===== config.mk =====
export PLATFORM = sky130hd
export DESIGN_NAME = i2cms_start
export DESIGN_NICKNAME = d
export VERILOG_FILES = /design/src/design/i2cms_pkg.sv /design/src/design/i2cms_start.sv
export SDC_FILE = /design/constraint.sdc
export NUM_CORES = 1
export LEC_CHECK = 0
export ABC_CLOCK_PERIOD_IN_PS = 4570
export BUFFER_PORTS_ARGS = -buffer_cell sky130_fd_sc_hd__buf_2
export CORE_MARGIN = 4
export CORE_UTILIZATION = 26
export DETAILED_ROUTE_END_ITERATION = 7
export PLACE_DENSITY = 0.5
export SYNTH_ARGS = -nofsm -noshare
export SYNTH_HDL_FRONTEND = slang
export SYNTH_SLANG_ARGS = --single-unit

===== constraint.sdc =====
create_clock -name core_clk -period 4.57 [get_ports core_clk]
set_clock_uncertainty 0.1 [all_clocks]
set_input_delay 0.2285 -clock core_clk [delete_from_list [all_inputs] [get_ports core_clk]]
set_output_delay 0.2285 -clock core_clk [all_outputs]
set_load 0.02 [all_outputs]

===== src/design/i2cms_pkg.sv =====
// Purpose: Shared constants and types for the two-wire master START and baud counter block
// Assumes: One core clock; phase enables derived by a divider
// Notes:   Widths fixed
package i2cms_pkg;
	localparam int unsigned      I2CMS_RELOAD_W  = 7;
	localparam int unsigned      I2CMS_RELOAD_MSB = 6;
	localparam logic [6:0]       I2CMS_CNT_ZERO  = 7'h00;
	// Phases per instruction cycle, one core cycle each; the divider wraps after the last
	localparam int unsigned      I2CMS_PHASE_DIV = 4;
	localparam logic [1:0]       I2CMS_DIV_LAST  = 2'(I2CMS_PHASE_DIV - 1);
	localparam logic [1:0]       I2CMS_PH_Q2     = 2'h1;
	localparam logic [1:0]       I2CMS_PH_Q4     = 2'h3;

	typedef enum logic [2:0] {
		I2CMS_IDLE  = 3'h0,
		I2CMS_CHECK = 3'h1,
		I2CMS_HOLD1 = 3'h3,
		I2CMS_HOLD2 = 3'h2,
		I2CMS_DONE  = 3'h6
	} i2cms_state_t;

	typedef struct packed {
		logic scl;
		logic sda;
	} i2cms_pins_t;
endpackage


===== src/design/i2cms_start.sv =====
// Purpose: Baud counter and START generation with bus collision detection for a two-wire master
// Assumes: Pins synchronised by two flops; pin outputs are open-drain enables
// Notes:   Data, acknowledge, repeated start and stop sequencing are outside this block
`timescale 1ns/100ps
module i2cms_start
	import i2cms_pkg::*;
(
	input  wire logic                      core_clk,
	input  wire logic                      sys_rst,
	input  wire logic                      master_mode,
	input  wire logic [7:0]                baud_reload_register,
	input  wire logic                      start_request_set,
	input  wire logic                      bus_collision_clr,
	input  wire logic                      serial_port_irq_clr,
	input  wire logic                      scl_in,
	input  wire logic                      sda_in,
	output logic                           scl_oe,
	output logic                           sda_oe,
	output logic                           scl_out,
	output logic                           sda_out,
	output logic                           start_request_bit,
	output logic                           bus_collision_flag,
	output logic                           serial_port_irq_flag,
	output logic                           start_busy,
	output logic [I2CMS_RELOAD_W-1:0]      baud_counter
);
	// Pin synchronisers: released lines read high, so a reset value of one gives no false low
	// Only the second flop is read by the logic below
	i2cms_pins_t meta_q, meta_d;
	i2cms_pins_t sync_q, sync_d;
	always_comb begin
		meta_d = '{scl: scl_in, sda: sda_in};
		sync_d = meta_q;
	end
	always_ff @(posedge core_clk) begin
		if (sys_rst) begin
			meta_q <= '1;
			sync_q <= '1;
		end else begin
			meta_q <= meta_d;
			sync_q <= sync_d;
		end
	end

	// Phase divider: one enable per phase, decrement only on second and fourth
	logic [1:0] phase_q, phase_d;
	logic       dec_en;
	always_comb begin
		phase_d = (phase_q == I2CMS_DIV_LAST) ? 2'h0 : phase_q + 2'h1;
	end
	always_ff @(posedge core_clk) begin
		if (sys_rst) begin
			phase_q <= 2'h0;
		end else begin
			phase_q <= phase_d;
		end
	end
	assign dec_en = (phase_q == I2CMS_PH_Q2) || (phase_q == I2CMS_PH_Q4);

	i2cms_state_t state_q, state_d;
	logic [6:0]   cnt_q, cnt_d;
	logic         sda_low_q, sda_low_d;
	logic         scl_low_q, scl_low_d;
	logic         req_q, req_d;
	logic         bcl_q, bcl_d;
	logic         irq_q, irq_d;
	logic [6:0]   reload;
	logic         cnt_zero;
	logic         cnt_load;
	logic         cnt_clear;
	logic         set_bcl;
	logic         set_irq;

	assign reload   = baud_reload_register[I2CMS_RELOAD_MSB:0];
	assign cnt_zero = (cnt_q == I2CMS_CNT_ZERO);

	// Baud counter: a load beats a clear, a clear beats the down count
	always_comb begin
		cnt_d = cnt_q;
		if (cnt_load) begin
			cnt_d = reload;
		end else if (cnt_clear) begin
			cnt_d = I2CMS_CNT_ZERO;
		end else if (dec_en && !cnt_zero) begin
			// Stops at zero; only a load restarts it
			cnt_d = cnt_q - 7'h01;
		end
	end

	always_ff @(posedge core_clk) begin
		if (sys_rst) begin
			cnt_q <= I2CMS_CNT_ZERO;
		end else begin
			cnt_q <= cnt_d;
		end
	end

	// START sequencer: owns the line drives and the counter controls
	always_comb begin
		state_d   = state_q;
		sda_low_d = sda_low_q;
		scl_low_d = scl_low_q;
		cnt_load  = 1'b0;
		cnt_clear = 1'b0;
		set_bcl   = 1'b0;
		set_irq   = 1'b0;
		case (state_q)
			I2CMS_IDLE: begin
				cnt_clear = 1'b1;
				if (req_q && master_mode) begin
					if (!sync_q.sda || !sync_q.scl) begin
						set_bcl = 1'b1;
					end else begin
						cnt_load = 1'b1;
						state_d  = I2CMS_CHECK;
					end
				end
			end
			I2CMS_CHECK: begin
				if (!sync_q.scl && sync_q.sda) begin
					// Another master is driving a one while clock falls
					set_bcl   = 1'b1;
					cnt_clear = 1'b1;
					state_d   = I2CMS_IDLE;
				end else if (!sync_q.sda || cnt_zero) begin
					// Early data low from another master is not a collision
					sda_low_d = 1'b1;
					cnt_load  = 1'b1;
					state_d   = I2CMS_HOLD1;
				end
			end
			I2CMS_HOLD1: begin
				// Clock low here is tolerated; wait at zero until clock is seen high
				if (cnt_zero) begin
					if (sync_q.scl) begin
						scl_low_d = 1'b1;
						cnt_load  = 1'b1;
						state_d   = I2CMS_HOLD2;
					end
				end
			end
			I2CMS_HOLD2: begin
				// Hold time after clock falls before any other bus operation
				if (cnt_zero) begin
					set_irq = 1'b1;
					state_d = I2CMS_DONE;
				end
			end
			I2CMS_DONE: begin
				state_d = I2CMS_IDLE;
			end
			default: begin
				state_d = I2CMS_IDLE;
			end
		endcase
		// A collision releases both lines so the other master keeps the bus
		if (set_bcl) begin
			sda_low_d = 1'b0;
			scl_low_d = 1'b0;
		end
	end

	always_ff @(posedge core_clk) begin
		if (sys_rst) begin
			state_q   <= I2CMS_IDLE;
			sda_low_q <= 1'b0;
			scl_low_q <= 1'b0;
		end else begin
			state_q   <= state_d;
			sda_low_q <= sda_low_d;
			scl_low_q <= scl_low_d;
		end
	end

	// Request bit: taken only while idle, so a busy START cannot be restarted
	always_comb begin
		req_d = req_q;
		if (set_bcl || set_irq) begin
			req_d = 1'b0;
		end else if (start_request_set && state_q == I2CMS_IDLE) begin
			req_d = 1'b1;
		end
	end

	always_ff @(posedge core_clk) begin
		if (sys_rst) begin
			req_q <= 1'b0;
		end else begin
			req_q <= req_d;
		end
	end

	// Flags: a hardware set wins over a same-cycle software clear
	always_comb begin
		bcl_d = set_bcl | (bcl_q & ~bus_collision_clr);
	end

	always_ff @(posedge core_clk) begin
		if (sys_rst) begin
			bcl_q <= 1'b0;
		end else begin
			bcl_q <= bcl_d;
		end
	end

	always_comb begin
		irq_d = set_irq | (irq_q & ~serial_port_irq_clr);
	end

	always_ff @(posedge core_clk) begin
		if (sys_rst) begin
			irq_q <= 1'b0;
		end else begin
			irq_q <= irq_d;
		end
	end

	// Open drain: drive zero only while enabled; the lines stay driven after START until a collision or reset
	assign sda_oe               = sda_low_q;
	assign scl_oe               = scl_low_q;
	assign sda_out              = 1'b0;
	assign scl_out              = 1'b0;
	assign start_request_bit    = req_q;
	assign bus_collision_flag   = bcl_q;
	assign serial_port_irq_flag = irq_q;
	assign start_busy           = (state_q != I2CMS_IDLE);
	assign baud_counter         = cnt_q;
endmodule


* Word-level counts from Yosys, hierarchy flattened *
Cells that the tools add are included.

word-level totals
  flip-flop bits (word level) = 21
  latch bits = 0
  RAM bits = 0
  bits in read-only memories = 0
  output and inout bits = 15
  word-level logic and storage cells = 78
  memories kept = 0

operators by class
  $add $sub $neg = 2
  multiply operators = 0
  div/mod/pow operators = 0
  $lt $le $gt $ge = 0
  equal/unequal tests = 11
  shifts and indexed selects = 0
  mux-type cells = 25
  bitwise gates (word level) = 7
  reductions and logical operators = 21

operators with widths
  cell                   count
  $mux W3                7
  $mux W7                3
  $pmux W3 S4            1
  $mux W1                11
  $ne A2 B2 Y1 const B   5
  $logic_not A7 Y1       1
  $sub A7 B1 Y7 const B  1
  $eq A3 B2 Y1 const B   2
  $reduce_and A3 Y1      2
  $reduce_and A6 Y1      1
  $reduce_bool A3 Y1     2
  $reduce_or A2 Y1       3
  $logic_and A1 B1 Y1    4
  $logic_or A1 B1 Y1     4
  $pmux W1 S2            2
  $eq A3 B1 Y1 const B   1
  $logic_not A1 Y1       3
  $logic_not A3 Y1       1
  $ne A3 B3 Y1 const B   1
  $not A1 Y1             3
  $pmux W1 S3            1
  $add A2 B1 Y2 const B  1
  $and A1 B1 Y1          2
  $eq A2 B1 Y1 const B   1
  2 further kinds        3

* Longest topological paths before layout *
Gate-level depths: netlist (run 1).

  depth in word-level cells = 7
  gate-level depth with buffers = 8
  mapped depth without buffers = 7

* Worst setup path after synthesis (run 1) *
Ideal clock, no wire load.

  kind = register -> register
  start point = reg cnt_q[0] (netlist: baud_counter[0])
  end point = reg cnt_q[0] (netlist: baud_counter[0])
  data arrival time = 1.919 ns
  path slack = 2.481 ns
  stages on the path, launching flop included = 8
  path buffers = 0
  period minus slack after synthesis = 2.089 ns
  cells stage by stage = dfxtp_1 inv_1 ha_1 nor2b_1 and3_4 a32o_4 or3_1 a21oi_1

between the ends
  word-level cells in the longest chain between the ends = 6
  elaborated cells between the ends (all ways) = 13
  those cells by class = 1 x add/sub; 7 x mux; 5 x reduce/logical

RTL lines
  item                                                   RTL line           source
  start: declaration                                     i2cms_start.sv:61  logic [6:0] cnt_q, cnt_d;
  start signal: assignment                               i2cms_start.sv:94  cnt_q <= cnt_d;
  branches (longest 6 deep; another with $sub A7 B1 Y7)  --

Parallel ways; which one is timed is not known. The select of a mux whose other input is x is not followed.
A chain may end at the register's enable or synchronous reset.

* Final worst setup path (run 1) *
Ends and elaborated chain as after synthesis.

==> summary.txt, run 1 <==
Critical path
  – Cell mode on critical path: a21oi_1
  – Crit path DAT: 2450 ps
  – CP Capture Type: register
  – CP max FO: 13
  – CP Class: register to register
  – Worst stage delay on the critical path: 790 ps
  – CP Launch Type: register
  – CP required: 4660 ps
  – CP Cell Sequence: inv_1, ha_1, nor2b_1, a21oi_1, xnor2_1, or3_1, a21oi_1
  – Top delay family on crit path: compound AO/OA/AOI/OAI gates
  – WP buf/inv: 1
  – Critical path's slowest cell: a21oi_1

Global route
  – First-pass GRT wire length: 4.13 mm
  – Largest net degree at the start of global routing: 20
  – GR Util All Layers: 0.0986
  – Total congestion overflow: 0
  – Initial antenna violation count: 0
  – Number of global-route vias before repair: 942

Drt
  – Avg Vias per Cell: 4.96
  – Post-route DRC: 0
  – DRT antenna net count: 0
  – TritonRoute pass-1 iters: 4
  – Total number of vias: 968
  – Routed WL: 2.33 mm
  – Routed WL per cell: 12.0 microns
  – Initial DRC count: 76

Layout
  – # diodes: 0
  – Final net count: 167
  – Layout cell share with drive strength beyond 1: 0.272
  – Fin util: 0.335
  – Post-route cell area: 1270 sq um
  – Finished Layout Cells: 195
  – P&R area growth vs syn: 19.5%

Logic synthesis
  – Most instantiated cells after synthesis: dfxtp_1, nor2_1, a21oi_1
  – Syn avg cell area: 8.72 sq um
  – Post-synth ARST share: 0
  – Dominant synthesized flop cell: dfxtp_1
  – Register bit total from synthesis: 21
  – Post-synth EDFFs: 0
  – Area leader, netlist: dfxtp_1
  – Top-count cell post-synth: dfxtp_1
  – Syn. warnings: 0
  – Post-synthesis cell type count: 33
  – Post-Syn Area: 1060 sq um
  – Post-Synthesis Cells: 122
  – Synth top area cells: dfxtp_1, mux2i_1, nor4_1, a21oi_1, nor3_1
  – Share of the synthesized area in the top cell type: 0.395
  – Register area share after synthesis: 0.395

CTS
  – Sink count of the clock tree: 21
  – Post-CTS Resized: 0
  – Later-pin clock latency in the skew report: 260 ps
  – Root Buffer Master: clkbuf_8
  – CTS clk-pin slew, worst paths: 80 ps
  – CTS tree: built
  – Clock Path Buffers: 2
  – CTS Buf Count: 3
  – CTS H-tree lvls: 1
  – # Post-CTS Setup Buffers: 0
  – Hold Buf Count CTS: 0

Placed design
  – Gpl congestion: 0.750
  – Post-DP HPWL: 1.71 mm
  – Port Buf Inserts: 27
  – Placed Area: 1220 sq um
  – Inst Count DP: 191

Power
  – Switching Fraction: 0.360
  – Clock power frac: 0.225
  – P_int: 0.346 mW
  – Lkg Pwr: 0.543 nW
  – Peak VDD IR: 140 uV
  – NetSw: 0.195 mW
  – Gate power share: 0.355
  – Seq pwr share: 0.421
  – P per Cell Area: 425 nW/um^2

STA
  – Fmax: 424 MHz
  – Final period util: 0.516
  – Slew Limit Headroom: 0.329
  – # setup viols final: 0
  – Worst slew pin tran: 1010 ps
  – Slew Viols, Final: 0
  – RSZ-0062 raised after global routing: false
  – Fin crit period: 2360 ps
  – Final hold vios: 0
  – Setup TNS: 0 ps

Floorplan
  – Core Rows: 22
  – # IOs: 31
  – Core ar.: 3800 sq um
  – Die width: 72.0 microns
  – Die height: 72.0 microns
  – Starting Density: 0.280
  – Die area: 5180 sq um

Worst hold path
  – Worst Hold Class: input pin to register

Run
  – Max Cap Viol: 0

Run status
  – Status: finished clean
[area by class of cell]
cell class / instances / area [sq um]
Fill cell: 410 / 2530
Clock inverter: 1 / 5.00
Inverter: 6 / 22.5
Tap cell: 48 / 60.1
Sequential cell: 21 / 420
Clock buffer: 3 / 41.3
Multi-Input combinational cell: 88 / 579
Timing Repair Buffer: 28 / 143
[cell usage in the layout (no fill, tap or decap), drive strengths merged, types with 2 or more instances in the layout]
| cell type | n |
|---|---|
| dfxtp | 21 |
| a211o | 2 |
| a31oi | 3 |
| nor4 | 9 |
| mux2i | 6 |
| or3 | 2 |
| o21ai | 3 |
| nor3 | 8 |
| clkbuf | 3 |
| nand2 | 6 |
| nor3b | 2 |
| nor2 | 10 |
| a21oi | 9 |
| conb | 2 |
| inv | 6 |
| ha | 3 |
| buf | 28 |
| nand2b | 6 |
| a211oi | 2 |
| or2 | 4 |
[state kept, by name, summed over array words and instances, names as in the netlist]
name	flops
sync_q	2
meta_q	2
sda_oe	1
serial_port_irq_flag	1
scl_oe	1
bus_collision_flag	1
state_q	3
phase_q	2
baud_counter	7
start_request_bit	1
[metal layers]
layer / global-route usage / routed length, microns / share of wire / vias to the layer above
met5: 0 / 0 / 0 / -
met4: 0.0251 / 17 / 0.0073 / 0
met3: 0.0374 / 163 / 0.070 / 4
met2: 0.165 / 1080 / 0.46 / 34
met1: 0.118 / 1070 / 0.46 / 452
li1: - / - / - / 478
[per-stage QoR]
stage	power, mW	hold slack (ps)	setup slack (ps)
6_report	0.540	47.2	2210
5_1_grt	0.582	44.3	1940
4_1_cts	0.549	40.2	2190
3_5_place_dp	0.424	298	2240
3_3_place_gp	0.419	295	2260
2_1_floorplan	0.380	232	2480
[power by group through the flow]
| stage | Sequential (mW) | Combinational (mW) | Clock, mW |
|---|---|---|---|
| 2_1_floorplan | 0.242 | 0.138 | 0 |
| 3_3_place_gp | 0.231 | 0.188 | 0 |
| 3_5_place_dp | 0.231 | 0.193 | 0 |
| 4_1_cts | 0.227 | 0.194 | 0.128 |
| 5_1_grt | 0.231 | 0.215 | 0.135 |
| 6_report | 0.227 | 0.192 | 0.121 |
[final timing paths]
| kind | startpoint | end | slack [ps] | cells past startpoint |
|---|---|---|---|---|
| max | baud_counter[0]$_SDFFE_PP0P_ | baud_counter[0]$_SDFFE_PP0P_ | 2210 | 7 |
| max reg2reg | baud_counter[0]$_SDFFE_PP0P_ | baud_counter[0]$_SDFFE_PP0P_ | 2210 | 7 |
| min reg2reg | meta_q[1]$_SDFF_PP1_ | sync_q[1]$_SDFF_PP1_ | 310 | 1 |
| min | scl_in | meta_q[1]$_SDFF_PP1_ | 50 | 2 |
[logic make-up after synthesis]
| group | share of synthesized area |
|---|---|
| other cells | 0.00353 |
| mux | 0.0565 |
| xor+xnor | 0.0165 |
| compound gates | 0.147 |
| fa+ha+maj | 0.0353 |
| flops | 0.395 |
| simple gates | 0.282 |
| buf+inv | 0.0635 |
(Power assumes the default switching activity.)
==> run 2: changes to the inputs <==
Settings changed: ABC_CLOCK_PERIOD_IN_PS 4570 to 2200.
Clock period 4.57 ns to 2.2 ns, I/O delays scaled along.
==> run 2 against run 1 <==
Worst setup slack worse by 2100 ps. Register-to-register slack worse by 2100 ps. Wire length up 2.1%. Critical endpoint unchanged. Largest power group unchanged.
==> summary.txt, run 2 (synthesized netlist as in run 1, its figures left out) <==
Critical path
  – Crit path from: baud_counter[0]$_SDFFE_PP0P_ (unchanged)
  – CP Cell Sequence: inv_1, ha_1, nor2b_1, and3_4, a32o_4, or3_1, a21oi_1 (was inv_1, ha_1, nor2b_1, a21oi_1, xnor2_1, or3_1, a21oi_1)
  – R2R Setup Slk: 120 ps (was 2210 ps)
  – CP required: 2290 ps (was 4660 ps)
  – CP Launch Type: register (unchanged)
  – Top delay family on crit path: simple AND/OR/NAND/NOR gates (was compound AO/OA/AOI/OAI gates)
  – CP max FO: 16 (was 13)
  – Path depth of the worst reg2reg path: 7 (unchanged)
  – CP Class: register to register (unchanged)
  – CP Capture Type: register (unchanged)
  – Reg-to-Reg Start: baud_counter[0]$_SDFFE_PP0P_ (unchanged)
  – WP buf/inv: 1 (unchanged)
  – Crit Reg-Reg Endpoint: baud_counter[0]$_SDFFE_PP0P_ (unchanged)
  – Crit path DAT: 2170 ps (was 2450 ps)
  – Worst stage delay on the critical path: 400 ps (was 790 ps)
  – Critical path's slowest cell: a32o_4 (was a21oi_1)

Global route
  – Largest net degree at the start of global routing: 20 (unchanged)
  – First-pass GRT wire length: 3.97 mm (was 4.13 mm)
  – Initial antenna violation count: 0 (unchanged)
  – Number of global-route vias before repair: 894 (was 942)
  – GR Util All Layers: 0.0954 (was 0.0986)
  – Total congestion overflow: 0 (unchanged)

Floorplan
  – Die width: 72.0 microns (unchanged)
  – Core ar.: 3800 sq um (unchanged)
  – Core Rows: 22 (unchanged)
  – Die area: 5180 sq um (unchanged)
  – Die height: 72.0 microns (unchanged)
  – # IOs: 31 (unchanged)
  – Starting Density: 0.280 (unchanged)

STA
  – Final hold vios: 0 (unchanged)
  – Slew Viols, Final: 0 (unchanged)
  – Fmax: 480 MHz (was 424 MHz)
  – Fin crit period: 2080 ps (was 2360 ps)
  – RSZ-0062 raised after global routing: false (unchanged)
  – Hold Slack: 7.59 ps (was 47.2 ps)
  – Final period util: 0.947 (was 0.516)
  – Fin worst setup slack: 117 ps (was 2210 ps)
  – Setup TNS: 0 ps (unchanged)
  – # setup viols final: 0 (unchanged)

CTS
  – CTS H-tree lvls: 1 (unchanged)
  – Clock Path Buffers: 2 (unchanged)
  – CTS tree: built (unchanged)
  – CTS clk-pin slew, worst paths: 80 ps (about the same)
  – Root Buffer Master: clkbuf_8 (unchanged)
  – Later-pin clock latency in the skew report: 260 ps (about the same)
  – Sink count of the clock tree: 21 (unchanged)
  – CTS Buf Count: 3 (unchanged)

Layout
  – Commonest non-fill, non-tap cell in the layout: buf_2 (unchanged)
  – # diodes: 0 (unchanged)
  – Post-route cell area: 1320 sq um (was 1270 sq um)
  – Fin util: 0.347 (was 0.335)
  – Layout cell share with drive strength beyond 1: 0.291 (was 0.272)
  – Final net count: 171 (was 167)
  – Finished Layout Cells: 199 (was 195)
  – P&R area growth vs syn: 23.8% (was 19.5%)
  – Max reg flops: 7 (unchanged)
  – Most frequent cells in the layout: buf_2, dfxtp_1, nor2_1 (unchanged)

Drt
  – TritonRoute pass-1 iters: 4 (unchanged)
  – Routed WL per cell: 12.0 microns (about the same)
  – Total number of vias: 978 (was 968)
  – Initial DRC count: 31 (was 76)
  – Routed WL: 2.38 mm (was 2.33 mm)
  – DRT antenna net count: 0 (unchanged)
  – Post-route DRC: 0 (unchanged)
  – Avg Vias per Cell: 4.91 (was 4.96)

Power
  – Peak VDD IR: 518 uV (was 140 uV)
  – Lkg Pwr: 0.563 nW (was 0.543 nW)
  – P per Cell Area: 865 nW/um^2 (was 425 nW/um^2)
  – Tot Pwr: 1.14 mW (was 0.540 mW)

Placed design
  – Inst Count DP: 192 (was 191)
  – Gpl congestion: 0.816 (was 0.750)
  – Post-DP HPWL: 1.76 mm (was 1.71 mm)
  – Pre-CTS setup slack: 93.2 ps (was 2240 ps)
  – Placed Area: 1230 sq um (was 1220 sq um)
  – Port Buf Inserts: 27 (unchanged)

Worst hold path
  – Worst hold path startpoint: bus_collision_clr (was scl_in)
  – WHS Path Cells: 3 (was 2)
  – Worst Hold Class: input pin to register (unchanged)
  – Hold Path Sink: bus_collision_flag$_SDFF_PP0_ (was meta_q[1]$_SDFF_PP1_)

Run status
  – Status: finished clean (unchanged)

Run
  – Max Cap Viol: 0 (unchanged)
[run 2: cell count changes in the layout (fill, tap and decap cells not counted), sizes merged]
cell         before  now
buf              28   29
dlygate4sd3       0    3
[run 2: timing repair]
item / 4_1_cts / 5_1_grt
hold endpoints to repair: 3 / 0
buffers inserted: 0 / 0
setup endpoints to repair: 0 / 3
gates resized for setup: 0 / 3
hold buffers: 3 / 0
[run 2: worst max-delay path by stage]
stage | to | slack, ps | cells past startpoint
2_1_floorplan | baud_counter[0]$_SDFFE_PP0P_ | 110 | 7
3_3_place_gp | baud_counter[0]$_SDFFE_PP0P_ | 130 | 7
3_5_place_dp | baud_counter[0]$_SDFFE_PP0P_ | 90 | 7
4_1_cts | baud_counter[0]$_SDFFE_PP0P_ | 70 | 7
5_1_grt | baud_counter[0]$_SDFFE_PP0P_ | 20 | 7
6_report | baud_counter[0]$_SDFFE_PP0P_ | 120 | 7
[run 2: layer usage]
metal,GRT usage,routed length [microns],up-vias
li1,-,-,491
met1,0.122,1110,453
met2,0.149,1070,32
met3,0.0416,186,2
met4,0.0209,9,0
met5,0,0,-
[run 2: worst register-to-register path, stage by stage, from the launching register on]
cell     delay [ps]
dfxtp_2         360
inv_1            50
ha_1            220
nor2b_1         170
and3_4          200
a32o_4          400
or3_1           380
a21oi_1         130
[run 2: power breakdown]
part / internal (mW) / switching (mW) / total [mW]
logic: 0.183 / 0.230 / 0.413
clock network: 0.126 / 0.126 / 0.252
registers: 0.421 / 0.0535 / 0.475
[run 2: layout make-up]
type	instances	area, sq um
Clock buffer	3	41.3
Multi-Input combinational cell	88	584
Fill cell	423	2480
Clock inverter	1	5.00
Tap cell	48	60.1
Timing Repair Buffer	32	180
Sequential cell	21	423
Inverter	6	22.5
